<file path="src/rtl/tpfu_pkg.sv">
package tpfu_pkg;

    // ------------------------------------------------------------
    // Register offsets
    // ------------------------------------------------------------
    localparam logic [15:0] TPFU_ADDR_CNT_HI = 16'h000E;
    localparam logic [15:0] TPFU_ADDR_CNT_LO = 16'h000F;
    localparam logic [15:0] TPFU_ADDR_ENABLES = 16'h0024;
    localparam logic [15:0] TPFU_ADDR_FLAGS = 16'h0025;
    localparam logic [15:0] TPFU_ADDR_ACC_CTL = 16'h0026;

    // ------------------------------------------------------------
    // Field positions
    // ------------------------------------------------------------
    localparam int TPFU_BIT_COUNTER_WRAP = 7;
    localparam int TPFU_BIT_PERIODIC_TICK = 6;
    localparam int TPFU_BIT_ACC_WRAP = 5;
    localparam int TPFU_BIT_ACC_EDGE = 4;
    localparam int TPFU_SEL_LSB = 0;

    // ------------------------------------------------------------
    // Values after reset
    // ------------------------------------------------------------
    localparam logic [3:0] TPFU_FLAGS_RST = 4'h0;
    localparam logic [3:0] TPFU_MASK_RST = 4'h0;
    localparam logic [1:0] TPFU_SEL_RST = 2'h0;
    localparam logic [15:0] TPFU_COUNT_RST = 16'h0000;

    // ------------------------------------------------------------
    // Prescale select codes
    // ------------------------------------------------------------
    localparam logic [1:0] TPFU_DIV1 = 2'h0;
    localparam logic [1:0] TPFU_DIV4 = 2'h1;
    localparam logic [1:0] TPFU_DIV8 = 2'h2;
    localparam logic [1:0] TPFU_DIV16 = 2'h3;

    // ------------------------------------------------------------
    // Cycle counts and clock period
    // ------------------------------------------------------------
    localparam logic [6:0] TPFU_SEL_WINDOW_CYC = 7'h40;
    localparam int TPFU_CLK_PERIOD_NS = 20;

endpackage

</file>
<file path="src/rtl/tpfu_top.sv">
// Operation
// - Prescale select 00/01/10/11 divides the count clock by 1/4/8/16.
// - In normal mode prescale select takes one write, within 64 cycles of reset.
// - Enable bits 7..4 pair with flag bits 7..4; set and enabled raises interrupt.
// - Flags: bit7 counter wrap, bit6 periodic tick, bit5 acc wrap, bit4 acc edge.
// - Writing one to a flag bit clears it; writing zero leaves it alone.
// - Counter wrap flag sets on the step from all ones to all zeros.
// - Periodic tick flag sets repeatedly at the interval the rate select picks.
module tpfu_top #(
    parameter int unsigned RTI_BASE = 8192
) (
    input wire logic core_clk,
    input wire logic rst,
    input wire logic normal_mode,
    input wire logic acc_wrap_evt,
    input wire logic acc_edge_evt,
    input wire logic [15:0] addr,
    input wire logic [7:0] wdata,
    input wire logic wr_en,
    input wire logic rd_en,
    output logic [7:0] rdata,
    output logic [15:0] free_running_count,
    output logic irq
);

    // ------------------------------------------------------------
    // State
    // ------------------------------------------------------------
    typedef struct packed {
        logic [3:0] presc;
        logic [15:0] count;
        logic [16:0] rti;
        logic [3:0] flags;
        logic [3:0] mask;
        logic [1:0] psel;
        logic [1:0] rsel;
        logic locked;
        logic [6:0] boot_cnt;
        logic [7:0] rdata;
        logic irq;
    } tpfu_state_t;

    tpfu_state_t s_q;
    tpfu_state_t s_d;
    logic tick;
    logic wrap_hit;
    logic rti_hit;
    logic psel_ok;

    // ------------------------------------------------------------
    // Helpers
    // ------------------------------------------------------------
    // Prescaler output pulse for the chosen ratio
    function automatic logic tpfu_div_tick(input logic [1:0] sel, input logic [3:0] cnt);
        logic t;
        t = 1'b1;
        case (sel)
            tpfu_pkg::TPFU_DIV1: t = 1'b1;
            tpfu_pkg::TPFU_DIV4: t = (cnt[1:0] == 2'h3);
            tpfu_pkg::TPFU_DIV8: t = (cnt[2:0] == 3'h7);
            tpfu_pkg::TPFU_DIV16: t = (cnt == 4'hF);
            default: t = 1'b1;
        endcase
        return t;
    endfunction

    // Last count of the periodic interval
    function automatic logic [16:0] tpfu_rti_last(input logic [1:0] sel);
        return 17'((RTI_BASE << sel) - 1);
    endfunction

    // ------------------------------------------------------------
    // Event decode
    // ------------------------------------------------------------
    // Count pulse, wrap and periodic events
    assign tick = tpfu_div_tick(s_q.psel, s_q.presc);
    assign wrap_hit = tick && (s_q.count == 16'hFFFF);
    // A count already past the end after a rate change ends the interval at once
    assign rti_hit = (s_q.rti >= tpfu_rti_last(s_q.rsel));
    // Select write allowed once, early, in normal mode
    assign psel_ok = !normal_mode ||
        (!s_q.locked && (s_q.boot_cnt < tpfu_pkg::TPFU_SEL_WINDOW_CYC));

    // ------------------------------------------------------------
    // Next state
    // ------------------------------------------------------------
    always_comb
    begin
        s_d = s_q;
        s_d.presc = s_q.presc + 4'h1;
        if (tick)
        begin
            s_d.count = s_q.count + 16'h0001;
        end
        if (rti_hit)
        begin
            s_d.rti = 17'h00000;
        end
        else
        begin
            s_d.rti = s_q.rti + 17'h00001;
        end
        if (s_q.boot_cnt != tpfu_pkg::TPFU_SEL_WINDOW_CYC)
        begin
            s_d.boot_cnt = s_q.boot_cnt + 7'h01;
        end
        // Register writes
        if (wr_en)
        begin
            case (addr)
                tpfu_pkg::TPFU_ADDR_FLAGS:
                begin
                    s_d.flags = s_q.flags & ~wdata[7:4];
                end
                tpfu_pkg::TPFU_ADDR_ENABLES:
                begin
                    s_d.mask = wdata[7:4];
                    if (psel_ok)
                    begin
                        s_d.psel = wdata[1:0];
                        s_d.locked = s_q.locked | normal_mode;
                    end
                end
                tpfu_pkg::TPFU_ADDR_ACC_CTL:
                begin
                    s_d.rsel = wdata[1:0];
                end
                default:
                begin
                    s_d.rsel = s_d.rsel;
                end
            endcase
        end
        // Events set after the clear so a set wins
        s_d.flags = s_d.flags | {wrap_hit, rti_hit, acc_wrap_evt, acc_edge_evt};
        // Read data for the next cycle only
        s_d.rdata = 8'h00;
        if (rd_en)
        begin
            case (addr)
                tpfu_pkg::TPFU_ADDR_FLAGS: s_d.rdata = {s_q.flags, 4'h0};
                tpfu_pkg::TPFU_ADDR_ENABLES: s_d.rdata = {s_q.mask, 2'h0, s_q.psel};
                tpfu_pkg::TPFU_ADDR_ACC_CTL: s_d.rdata = {6'h00, s_q.rsel};
                tpfu_pkg::TPFU_ADDR_CNT_HI: s_d.rdata = s_q.count[15:8];
                tpfu_pkg::TPFU_ADDR_CNT_LO: s_d.rdata = s_q.count[7:0];
                default: s_d.rdata = 8'h00;
            endcase
        end
        // Level interrupt from enabled flags
        s_d.irq = |(s_d.flags & s_d.mask);
    end

    // ------------------------------------------------------------
    // Registers
    // ------------------------------------------------------------
    // Synchronous reset clears everything
    always_ff @(posedge core_clk)
    begin
        if (rst)
        begin
            s_q <= '0;
            s_q.flags <= tpfu_pkg::TPFU_FLAGS_RST;
            s_q.mask <= tpfu_pkg::TPFU_MASK_RST;
            s_q.psel <= tpfu_pkg::TPFU_SEL_RST;
            s_q.count <= tpfu_pkg::TPFU_COUNT_RST;
        end
        else
        begin
            s_q <= s_d;
        end
    end

    // Outputs
    assign rdata = s_q.rdata;
    assign free_running_count = s_q.count;
    assign irq = s_q.irq;
endmodule

</file>
<file path="config.mk">
export PLATFORM = sky130hd
export DESIGN_NAME = tpfu_top
export DESIGN_NICKNAME = d
export VERILOG_FILES = /design/src/rtl/tpfu_pkg.sv /design/src/rtl/tpfu_top.sv
export SDC_FILE = /design/constraint.sdc
export NUM_CORES = 1
export LEC_CHECK = 0
export BUFFER_PORTS_ARGS = -buffer_cell sky130_fd_sc_hd__clkbuf_2
export CORE_ASPECT_RATIO = 1.5
export CORE_UTILIZATION = 45
export DETAILED_ROUTE_END_ITERATION = 8
export GPL_TIMING_DRIVEN = 0
export PLACE_DENSITY = 0.66
export SETUP_SLACK_MARGIN = 0.5
export SLEW_MARGIN = 20
export SYNTH_ARGS = -nofsm -noshare
export SYNTH_HDL_FRONTEND = slang
export SYNTH_SLANG_ARGS = --single-unit
</file>
<file path="constraint.sdc">
create_clock -name core_clk -period 3 [get_ports core_clk]
set_input_delay 0.15 -clock core_clk [delete_from_list [all_inputs] [get_ports core_clk]]
set_output_delay 0.15 -clock core_clk [all_outputs]
set_load 0.1 [all_outputs]
</file>
==> metrics.csv, run 1 <==
stage,metric,value,unit
outcome,status,"finished, final reports clean",
yosys,Yosys cell types,48,
timing,Final Max Tran Viols,0,
global_routing,GR Overflow Total,0,
placed_design,HPWL Detailed,5.33,mm
floorplan,core area,6990,sq um
setup_path,"critical path fanouts, max",9,
job,Max-cap violations,0,
finish,Antenna diodes,0,
yosys,flop and latch count out of synthesis,66,
yosys,Mapped Area,3300,sq um
setup_path,Worst EP required,3.27,ns
placed_design,gpl congestion,0.835,
routing,TritonRoute pass-1 iters,4,
timing,RSZ-0062 raised after global routing,false,
finish,share of cells above drive strength 1,21.9,%
global_routing,initial antenna violation count,0,
yosys,Syn Area/Cell,8.68,sq um
clock_tree,clk sinks,66,
setup_path,CP Class,flop to flop,
clock_tree,CTS tree,done,
floorplan,Die X,71.9,um
timing,Hold Slack,0.0541,ns
global_routing,vias in the first global route,2638,
yosys,Synth warnings,0,
timing,Rel. slew slack,50.1,%
floorplan,die area,7680,sq um
yosys,most frequent cells after synthesis,"dfxtp_1 (66), nor2_1 (59), buf_4 (25)",
yosys,Synth area leaders,"dfxtp_1 (40%), nor2_1 (6.7%), mux2i_1 (6.1%)",
pwr,Max IR drop VDD,280,uV
routing,Vias per Instance,4.98,
timing,Final period util,76.8,%
clock_tree,cts bufs inserted,9,
setup_path,CP max stage delay,0.57,ns
yosys,Yosys top cell area share,40.1,%
global_routing,GRT Resource Usage Total,19.8,%
timing,Final Hold Viols,0,
pwr,total power,0.00169,W
setup_path,"Data arrival, critical path",2.58,ns
clock_tree,Clock H-tree levels,3,
placed_design,IO Port Bufs,51,
pwr,pwr dens,439,nW/um^2
timing,Final Skew,0.00867,ns
clock_tree,Clock Path Buffers,2,
finish,Synth-to-Final Area Change,16.6,%
routing,WL final,6.92,mm
placed_design,DP Area,3670,sq um
global_routing,largest net degree at the start of global routing,11,
yosys,share of flip-flops with an asynchronous set or reset,0,%
floorplan,I/O Pins,56,
yosys,Synth Net Count,421,
routing,Routed wire per std cell,12.7,um
setup_path,"most used cell, CP",ha_1,
timing,FMAX,434,MHz
setup_path,startpoint class of the critical path,flop,
clock_tree,Root Driver,clkbuf_8,
finish,Final nets,483,
setup_path,CP Capture Type,flop,
yosys,post-synthesis sequential area ratio,40.1,%
routing,vias,2708,
clock_tree,clock-pin slew on the worst setup and hold paths,0.07,ns
finish,Layout fillers,628,
timing,crit path time final,2.30,ns
setup_path,critical path's slowest cell,or4_4,
finish,"Core Util, Final",55.0,%
yosys,cell count after synthesis,380,
setup_path,sequence of cells on the critical path,ha_1 -> ha_1 -> nand2b_4 -> a31o_1 -> buf_6 -> or4_4 -> or3_1 -> a21oi_1,
finish,Final Cell Area,3840,sq um
floorplan,row count,37,
routing,starting DRC count in detailed routing,158,
pwr,leak pwr,1.59,nW
routing,residual DRC count,0,
clock_tree,clock latency on the worst-skew pair,0.34,ns
floorplan,Initial Util,47.2,%
floorplan,Die H,107,um
timing,Slew @ Worst Pin,0.738,ns
routing,ANT nets after route,0,
yosys,cell taking the most area after synthesis,dfxtp_1,
yosys,most common cell in the netlist,dfxtp_1,
timing,setup violators final,0,
yosys,Post-synth EDFFs,0,
yosys,primary flip-flop cell chosen by synthesis mapping,dfxtp_1,
worst_hold_path,Hold/Removal Path Class,input pin to flop,
clock_tree,post-cts hold buffer count,0,
timing,setup TNS,0,ns
global_routing,first-pass GRT wire length,11.6,mm
## worst max-delay path: cells and delay by family, from the launching register on
family | cells | cell delay (ns)
compound gates | 2 | 0.36
simple gates | 3 | 0.99
buf+inv | 1 | 0.14
flops | 1 | 0.35
fa+ha+maj | 2 | 0.39
## placed cells by master (no fill, tap or decap), types with 12 or more instances in the layout
cell | netlist | final
nor2_1 | 59 | 59
xnor2_1 | 15 | 15
nand3_1 | 24 | 24
clkbuf_2 | 0 | 52
buf_4 | 25 | 25
o21ai_0 | 13 | 13
a21oi_1 | 14 | 14
dfxtp_1 | 66 | 66
xor2_1 | 17 | 17
mux2i_1 | 20 | 20
inv_1 | 13 | 13
nand2_1 | 12 | 12
## power breakdown
part	switching [W]	total (W)	internal, W	leakage [nW]
registers	0.0000169	0.000909	0.000892	0.535
clock network	0.000323	0.000642	0.000319	0.0872
logic	0.0000843	0.000135	0.0000506	0.969
total	0.000424	0.00169	0.00126	1.59
## final timing paths
check	startpoint	endpoint	slack [ns]	cells past startpoint
setup reg to reg	s_q[62]$_SDFF_PP0_	free_running_count[15]$_SDFFE_PP0P_	0.70	8
setup / recovery	s_q[62]$_SDFF_PP0_	free_running_count[15]$_SDFFE_PP0P_	0.70	8
hold / removal	acc_edge_evt	s_q[25]$_SDFF_PP0_	0.05	3
hold reg to reg	s_q[62]$_SDFF_PP0_	s_q[62]$_SDFF_PP0_	0.45	1
## repair_timing
action / CTS / global route
setup endpoints to repair: 1 / 10
setup buffers: 0 / 0
resized for setup: 1 / 2
## sequential cells by signal (all words and copies together), names as in the netlist
register            count
rdata                   8
irq                     1
free_running_count     16
s_q                    41
## metal layers
metal  wire, um  global-route usage, %
met5          0                      0
met4        182                   10.5
met3        276                   5.17
met2       3530                   34.7
met1       2930                   21.3
## cells by family after synthesis
| group | synth area share (%) |
|---|---|
| buffers and inverters | 8.80 |
| other | 0.114 |
| muxes | 6.07 |
| xor gates and xnor gates | 8.50 |
| AOI/OAI and AO/OA | 8.84 |
| and+or+nand+nor | 23.8 |
| adders and majority gates | 3.80 |
| DFF | 40.1 |
## stage by stage
step | setup slack, ns | instances
CTS | 0.574 | 544
finish | 0.696 | 544
detailed placement | 0.519 | 528
global placement | 0.540 | 528
global route | 0.546 | 544
floorplan | 0.828 | 380
## final cells by class
type	instances	area (sq um)	share of cell area, %
Clock inverter	3	15.0	0.390
Clock buffer	13	149	3.87
Buffer	37	243	6.31
Timing Repair Buffer	51	255	6.64
Inverter	13	48.8	1.27
Multi-Input combinational cell	264	1690	44.0
Tap cell	97	121	3.16
Sequential cell	66	1320	34.4
Power figures use the tool's default switching activity.
==> inputs of run 2 (changes only) <==
==> constraint.sdc (replaced) <==
create_clock -name core_clk -period 2.4 [get_ports core_clk]
set_input_delay 0.12 -clock core_clk [delete_from_list [all_inputs] [get_ports core_clk]]
set_output_delay 0.12 -clock core_clk [all_outputs]
set_load 0.1 [all_outputs]
==> metrics.csv, run 2 (synthesis results as in run 1) <==
stage,metric,value,unit
outcome,status,"finished, final reports clean",
routing,Routed wire per std cell,13.4,um
finish,max reg flops,41,
global_routing,largest net degree at the start of global routing,13,
global_routing,GRT Resource Usage Total,20.4,%
timing,crit path time final,2.00,ns
clock_tree,Clock H-tree levels,3,
timing,setup TNS,0,ns
floorplan,I/O Pins,56,
setup_path,Worst EP required,2.68,ns
worst_hold_path,Hold/Removal Path Class,input pin to flop,
placed_design,IO Port Bufs,51,
timing,Final Hold Viols,0,
clock_tree,clock latency on the worst-skew pair,0.35,ns
floorplan,Die X,71.9,um
clock_tree,Root Driver,clkbuf_8,
routing,Vias per Instance,5.11,
finish,most frequent cells in the layout,"dfxtp_1 (59), clkbuf_2 (51), nor2_1 (45), buf_4 (34), nand3_1 (23)",
finish,Largest Register,s_q,
global_routing,first-pass GRT wire length,12.1,mm
finish,"Core Util, Final",61.8,%
pwr,Sw Ratio,23.6,%
pwr,Max IR drop VDD,433,uV
clock_tree,Clock Path Buffers,2,
job,Max-cap violations,0,
setup_path,CP Capture Type,flop,
floorplan,die area,7680,sq um
setup_path,Reg2Reg Depth,8,
setup_path,critical path's slowest cell,or4_4,
clock_tree,clock-pin slew on the worst setup and hold paths,0.07,ns
pwr,Power Internal,0.00189,W
worst_hold_path,hold path startpoint,acc_wrap_evt,
timing,Final Max Tran Viols,0,
timing,Hold Slack,0.0388,ns
pwr,sequential share of power,45.7,%
placed_design,HPWL Detailed,5.41,mm
finish,Final nets,495,
pwr,clock network power share,45.5,%
timing,Final period util,83.5,%
setup_path,Buffers & Inverters on Critical Path,1,
routing,starting DRC count in detailed routing,201,
setup_path,worst r2r src,s_q[63]$_SDFF_PP0_,
finish,"commonest non-fill, non-tap cell in the layout",dfxtp_1,
setup_path,Worst path depth,8,
routing,ANT nets after route,0,
timing,FMAX,499,MHz
worst_hold_path,Hold EP,s_q[26]$_SDFF_PP0_,
setup_path,"most used cell, CP",ha_4,
timing,RSZ-0062 raised after global routing,true,
clock_tree,cts bufs inserted,9,
floorplan,row count,37,
setup_path,"critical path fanouts, max",6,
clock_tree,post-cts hold buffer count,0,
global_routing,GR Overflow Total,0,
finish,Antenna diodes,0,
global_routing,initial antenna violation count,0,
setup_path,CP Class,flop to flop,
floorplan,core area,6990,sq um
floorplan,Initial Util,47.2,%
timing,slack of the critical path,0.397,ns
setup_path,FF-to-FF setup slack,0.40,ns
pwr,combinational power share,8.8,%
setup_path,"CP delay by family, top",simple AND/OR/NAND/NOR gates,
routing,residual DRC count,0,
placed_design,DP Area,3720,sq um
routing,TritonRoute pass-1 iters,4,
timing,setup violators final,0,
routing,vias,2840,
placed_design,Setup WS pre-CTS,0.238,ns
floorplan,Die H,107,um
timing,Slew @ Worst Pin,0.753,ns
global_routing,vias in the first global route,2702,
timing,Rel. slew slack,49.8,%
pwr,pwr dens,574,nW/um^2
pwr,total net switching power,0.000586,W
finish,Synth-to-Final Area Change,31.1,%
setup_path,startpoint class of the critical path,flop,
routing,WL final,7.45,mm
worst_hold_path,hold path depth,3,
timing,Final Skew,0.00742,ns
finish,Final Cell Area,4320,sq um
clock_tree,clk sinks,66,
setup_path,Worst R2R End,free_running_count[15]$_SDFFE_PP0P_,
setup_path,"Data arrival, critical path",2.29,ns
setup_path,sequence of cells on the critical path,ha_4 -> ha_4 -> nand2b_4 -> a31o_1 -> buf_6 -> or4_4 -> or3_1 -> a21oi_2,
pwr,leak pwr,1.76,nW
finish,share of cells above drive strength 1,33.1,%
clock_tree,CTS tree,done,
placed_design,gpl congestion,0.828,
setup_path,CP max stage delay,0.45,ns
-- run 2: power groups by stage --
stage | Clock [W] | Combinational, W | Sequential [W]
finish | 0.00113 | 0.000217 | 0.00113
CTS | 0.00114 | 0.000187 | 0.00114
global route | 0.00119 | 0.000236 | 0.00114
floorplan | 0 | 0.000122 | 0.00116
global placement | 0 | 0.000172 | 0.00116
detailed placement | 0 | 0.000175 | 0.00116
-- run 2: worst max-delay path by stage --
stage	from	end	slack [ns]
6_report	s_q[63]$_SDFF_PP0_	free_running_count[15]$_SDFFE_PP0P_	0.40
3_5_place_dp	addr[1]	irq$_SDFF_PP0_	0.24
3_3_place_gp	addr[1]	irq$_SDFF_PP0_	0.19
5_1_grt	s_q[62]$_SDFF_PP0_	free_running_count[15]$_SDFFE_PP0P_	0.31
4_1_cts	s_q[63]$_SDFF_PP0_	free_running_count[11]$_SDFFE_PP0P_	0.38
2_1_floorplan	s_q[63]$_SDFF_PP0_	free_running_count[15]$_SDFFE_PP0P_	0.48
-- run 2: layout make-up --
type,instances,area [sq um]
fillers,605,2670
multi-input cells,264,1930
flip-flops and latches,66,1340
repair buffers,63,365
plain buffers,37,275
clock buffers,9,124
well taps,97,121
clock inverters,7,118
inverters,13,51.3
-- run 2: what timing repair did --
action | in CTS | in global routing
buffers inserted | 6 | 5
cloned | 0 | 1
endpoints found under the setup margin | 16 | 31
resized for setup | 13 | 49
pin swaps | 2 | 27
-- run 2: per-stage QoR --
step	total power (W)	cells
6_report	0.00248	556
4_1_cts	0.00247	550
2_1_floorplan	0.00128	380
3_3_place_gp	0.00133	528
3_5_place_dp	0.00134	528
5_1_grt	0.00256	556
-- run 2: worst register-to-register path, delay by kind of cell (launching register included) --
kind | cells | cell delay, ns
buf+inv | 1 | 0.11
simple gates | 3 | 0.85
fa+ha+maj | 2 | 0.29
flops | 1 | 0.35
compound gates | 2 | 0.33
-- run 2: layer usage --
| metal | GRT usage (%) | share of wire (%) | up-vias |
|---|---|---|---|
| li1 | - | - | 1438 |
| met1 | 22.5 | 40 | 1338 |
| met2 | 37.9 | 55 | 53 |
| met3 | 2.91 | 2.9 | 11 |
| met4 | 8.82 | 1.9 | 0 |
| met5 | 0 | 0 | - |
==> inputs of run 3 (changes only) <==
--- a/config.mk
+++ b/config.mk
@@ -5,6 +5,7 @@
 export SDC_FILE = /design/constraint.sdc
 export NUM_CORES = 1
 export LEC_CHECK = 0
+export ABC_AREA = 1
 export BUFFER_PORTS_ARGS = -buffer_cell sky130_fd_sc_hd__clkbuf_2
 export CORE_ASPECT_RATIO = 1.5
 export CORE_UTILIZATION = 45
==> constraint.sdc (replaced) <==
create_clock -name core_clk -period 2 [get_ports core_clk]
set_input_delay 0.1 -clock core_clk [delete_from_list [all_inputs] [get_ports core_clk]]
set_output_delay 0.1 -clock core_clk [all_outputs]
set_load 0.1 [all_outputs]
==> metrics.csv, run 3 <==
stage,metric,value,unit
outcome,status,"finished, final reports clean",
yosys,Yosys top cell area share,37.3,%
placed_design,HPWL Detailed,5.95,mm
finish,Layout fillers,726,
yosys,cell count after synthesis,500,
finish,"commonest non-fill, non-tap cell in the layout",nand2_1,
routing,ANT nets after route,0,
timing,Final Hold Viols,0,
yosys,Yosys cell types,36,
clock_tree,Root Driver,clkbuf_16,
global_routing,largest net degree at the start of global routing,12,
finish,most frequent cells in the layout,"nand2_1 (94), nor2_1 (70), dfxtp_1 (57), inv_1 (53), clkbuf_2 (53)",
yosys,post-synthesis sequential area ratio,37.3,%
routing,vias,3348,
floorplan,row count,39,
yosys,Post-synth EDFFs,0,
global_routing,first-pass GRT wire length,13.4,mm
placed_design,Setup WS pre-CTS,0.253,ns
yosys,Synth area leaders,"dfxtp_1 (37%), nand2_1 (11%), nor2_1 (8.1%)",
pwr,total power,0.00326,W
timing,Final Skew,0.00568,ns
timing,Final period util,78.4,%
timing,Final Max Tran Viols,0,
yosys,Mapped Area,3540,sq um
clock_tree,clock latency on the worst-skew pair,0.33,ns
timing,Slew @ Worst Pin,0.577,ns
finish,Final Non-Filler Cells,684,
finish,Synth-to-Final Area Change,29.0,%
floorplan,Die X,74.4,um
floorplan,I/O Pins,56,
global_routing,initial antenna violation count,0,
worst_hold_path,hold path depth,3,
clock_tree,post-cts hold buffer count,0,
setup_path,Reg2Reg Depth,10,
clock_tree,clock-pin slew on the worst setup and hold paths,0.05,ns
clock_tree,Clock H-tree levels,3,
floorplan,die area,8230,sq um
placed_design,gpl congestion,0.907,
finish,share of cells above drive strength 1,30.2,%
clock_tree,Clock Path Buffers,2,
setup_path,FF-to-FF setup slack,0.43,ns
clock_tree,cts bufs inserted,9,
pwr,pwr dens,714,nW/um^2
setup_path,startpoint class of the critical path,flop,
routing,residual DRC count,0,
timing,setup violators final,0,
timing,Rel. slew slack,61.5,%
floorplan,Initial Util,46.5,%
yosys,Synth Net Count,541,
routing,starting DRC count in detailed routing,174,
setup_path,"Data arrival, critical path",1.78,ns
setup_path,CP Capture Type,flop,
clock_tree,CTS tree,done,
global_routing,vias in the first global route,3105,
routing,Routed wire per std cell,12.2,um
finish,max reg flops,41,
yosys,Syn Area/Cell,7.08,sq um
global_routing,GR Overflow Total,0,
timing,setup TNS,0,ns
yosys,most common cell in the netlist,nand2_1,
routing,Vias per Instance,4.89,
setup_path,Worst EP required,2.22,ns
yosys,primary flip-flop cell chosen by synthesis mapping,dfxtp_1,
timing,FMAX,638,MHz
placed_design,IO Port Bufs,53,
yosys,flop and latch count out of synthesis,66,
finish,Largest Register,s_q,
yosys,Synth warnings,0,
timing,slack of the critical path,0.433,ns
yosys,share of flip-flops with an asynchronous set or reset,0,%
finish,Antenna diodes,0,
setup_path,CP Class,flop to flop,
timing,RSZ-0062 raised after global routing,true,
finish,Final nets,618,
worst_hold_path,Hold/Removal Path Class,input pin to flop,
setup_path,"critical path fanouts, max",8,
timing,crit path time final,1.57,ns
yosys,most frequent cells after synthesis,"nand2_1 (101), nor2_1 (76), dfxtp_1 (66)",
floorplan,Die H,111,um
pwr,Max IR drop VDD,539,uV
clock_tree,clk sinks,66,
routing,TritonRoute pass-1 iters,5,
placed_design,Inst Count DP,655,
yosys,cell taking the most area after synthesis,dfxtp_1,
job,Max-cap violations,0,
routing,WL final,8.33,mm
global_routing,GRT Resource Usage Total,21.2,%
floorplan,core area,7610,sq um
pwr,leak pwr,1.89,nW
[run 3: cell count changes after synthesis, sizes merged, moves of 7 or more]
cell   before  now
or3         8    0
mux2i      20    0
a21oi      14   32
inv        13   56
xor2       17    6
xnor2      15    6
nor3        5   20
nor2       59   84
o21ai      13   20
nand2      12  102
[run 3: where the power goes]
| group | total, W | internal (W) | switching [W] |
|---|---|---|---|
| Clock | 0.00168 | 0.00111 | 0.000562 |
| Combinational | 0.000220 | 0.0000833 | 0.000137 |
| Sequential | 0.00137 | 0.00134 | 0.0000258 |
| Total | 0.00326 | 0.00254 | 0.000724 |
[run 3: path summary, 6_finish.rpt]
kind,start,endpoint
setup / recovery,s_q[17]$_SDFFE_PP0P_,s_q[32]$_SDFF_PP0_
hold / removal,acc_wrap_evt,s_q[26]$_SDFF_PP0_
setup reg to reg,s_q[17]$_SDFFE_PP0P_,s_q[32]$_SDFF_PP0_
hold reg to reg,s_q[16]$_SDFFE_PP0P_,s_q[16]$_SDFFE_PP0P_
[run 3: cell families (layout without fill, tap and decap cells)]
kind of cell / Yosys count / count (layout) / synth area share [%]
AOI/OAI and AO/OA: 61 / 61 / 9.12
xor gates and xnor gates: 12 / 12 / 2.97
adders and majority gates: 10 / 10 / 3.53
buffers and inverters: 90 / 172 / 12.6
DFF: 66 / 66 / 37.3
other: 1 / 1 / 0.106
and+or+nand+nor: 260 / 260 / 34.4
[run 3: through the flow]
step | instance area [sq um] | hold slack (ns) | util, %
6_report | 4570 | 0.0181 | 60.0
5_1_grt | 4570 | 0.0299 | 60.0
4_1_cts | 4440 | 0.00757 | 58.3
3_5_place_dp | 3930 | 0.355 | 51.7
3_3_place_gp | 3930 | 0.346 | 51.7
2_1_floorplan | 3540 | 0.254 | -
[run 3: routing by layer]
layer  up-vias  routed length [um]  track usage (%)
li1       1749                   -                -
met1      1517                3310             22.3
met2        70                4550             38.6
met3        12                 276             4.93
met4         0                 194             8.81
met5         -                   0                0
[run 3: critical path, stage by stage (launching register included)]
cell	delay, ns
dfxtp_2	0.36
nand2_4	0.06
ha_4	0.27
nand2_4	0.06
nor2_4	0.12
nand4_1	0.10
nand2_1	0.09
inv_2	0.06
nand3_4	0.15
buf_6	0.14
nor2_1	0.04
[run 3: cell type report]
cell class | instances | area [sq um] | share of cell area, %
Buffer | 34 | 245 | 5.37
Clock buffer | 10 | 239 | 5.23
Clock inverter | 6 | 80.1 | 1.75
Inverter | 56 | 210 | 4.60
Multi-Input combinational cell | 344 | 1950 | 42.7
Sequential cell | 66 | 1340 | 29.2
Tap cell | 102 | 128 | 2.79
Timing Repair Buffer | 66 | 382 | 8.35
[run 3: what timing repair did]
| item | 4_1_cts | 5_1_grt |
|---|---|---|
| cloned | 2 | 0 |
| pin swaps | 12 | 15 |
| setup endpoints to repair | 29 | 34 |
| setup buffers | 6 | 5 |
| resized for setup | 34 | 28 |
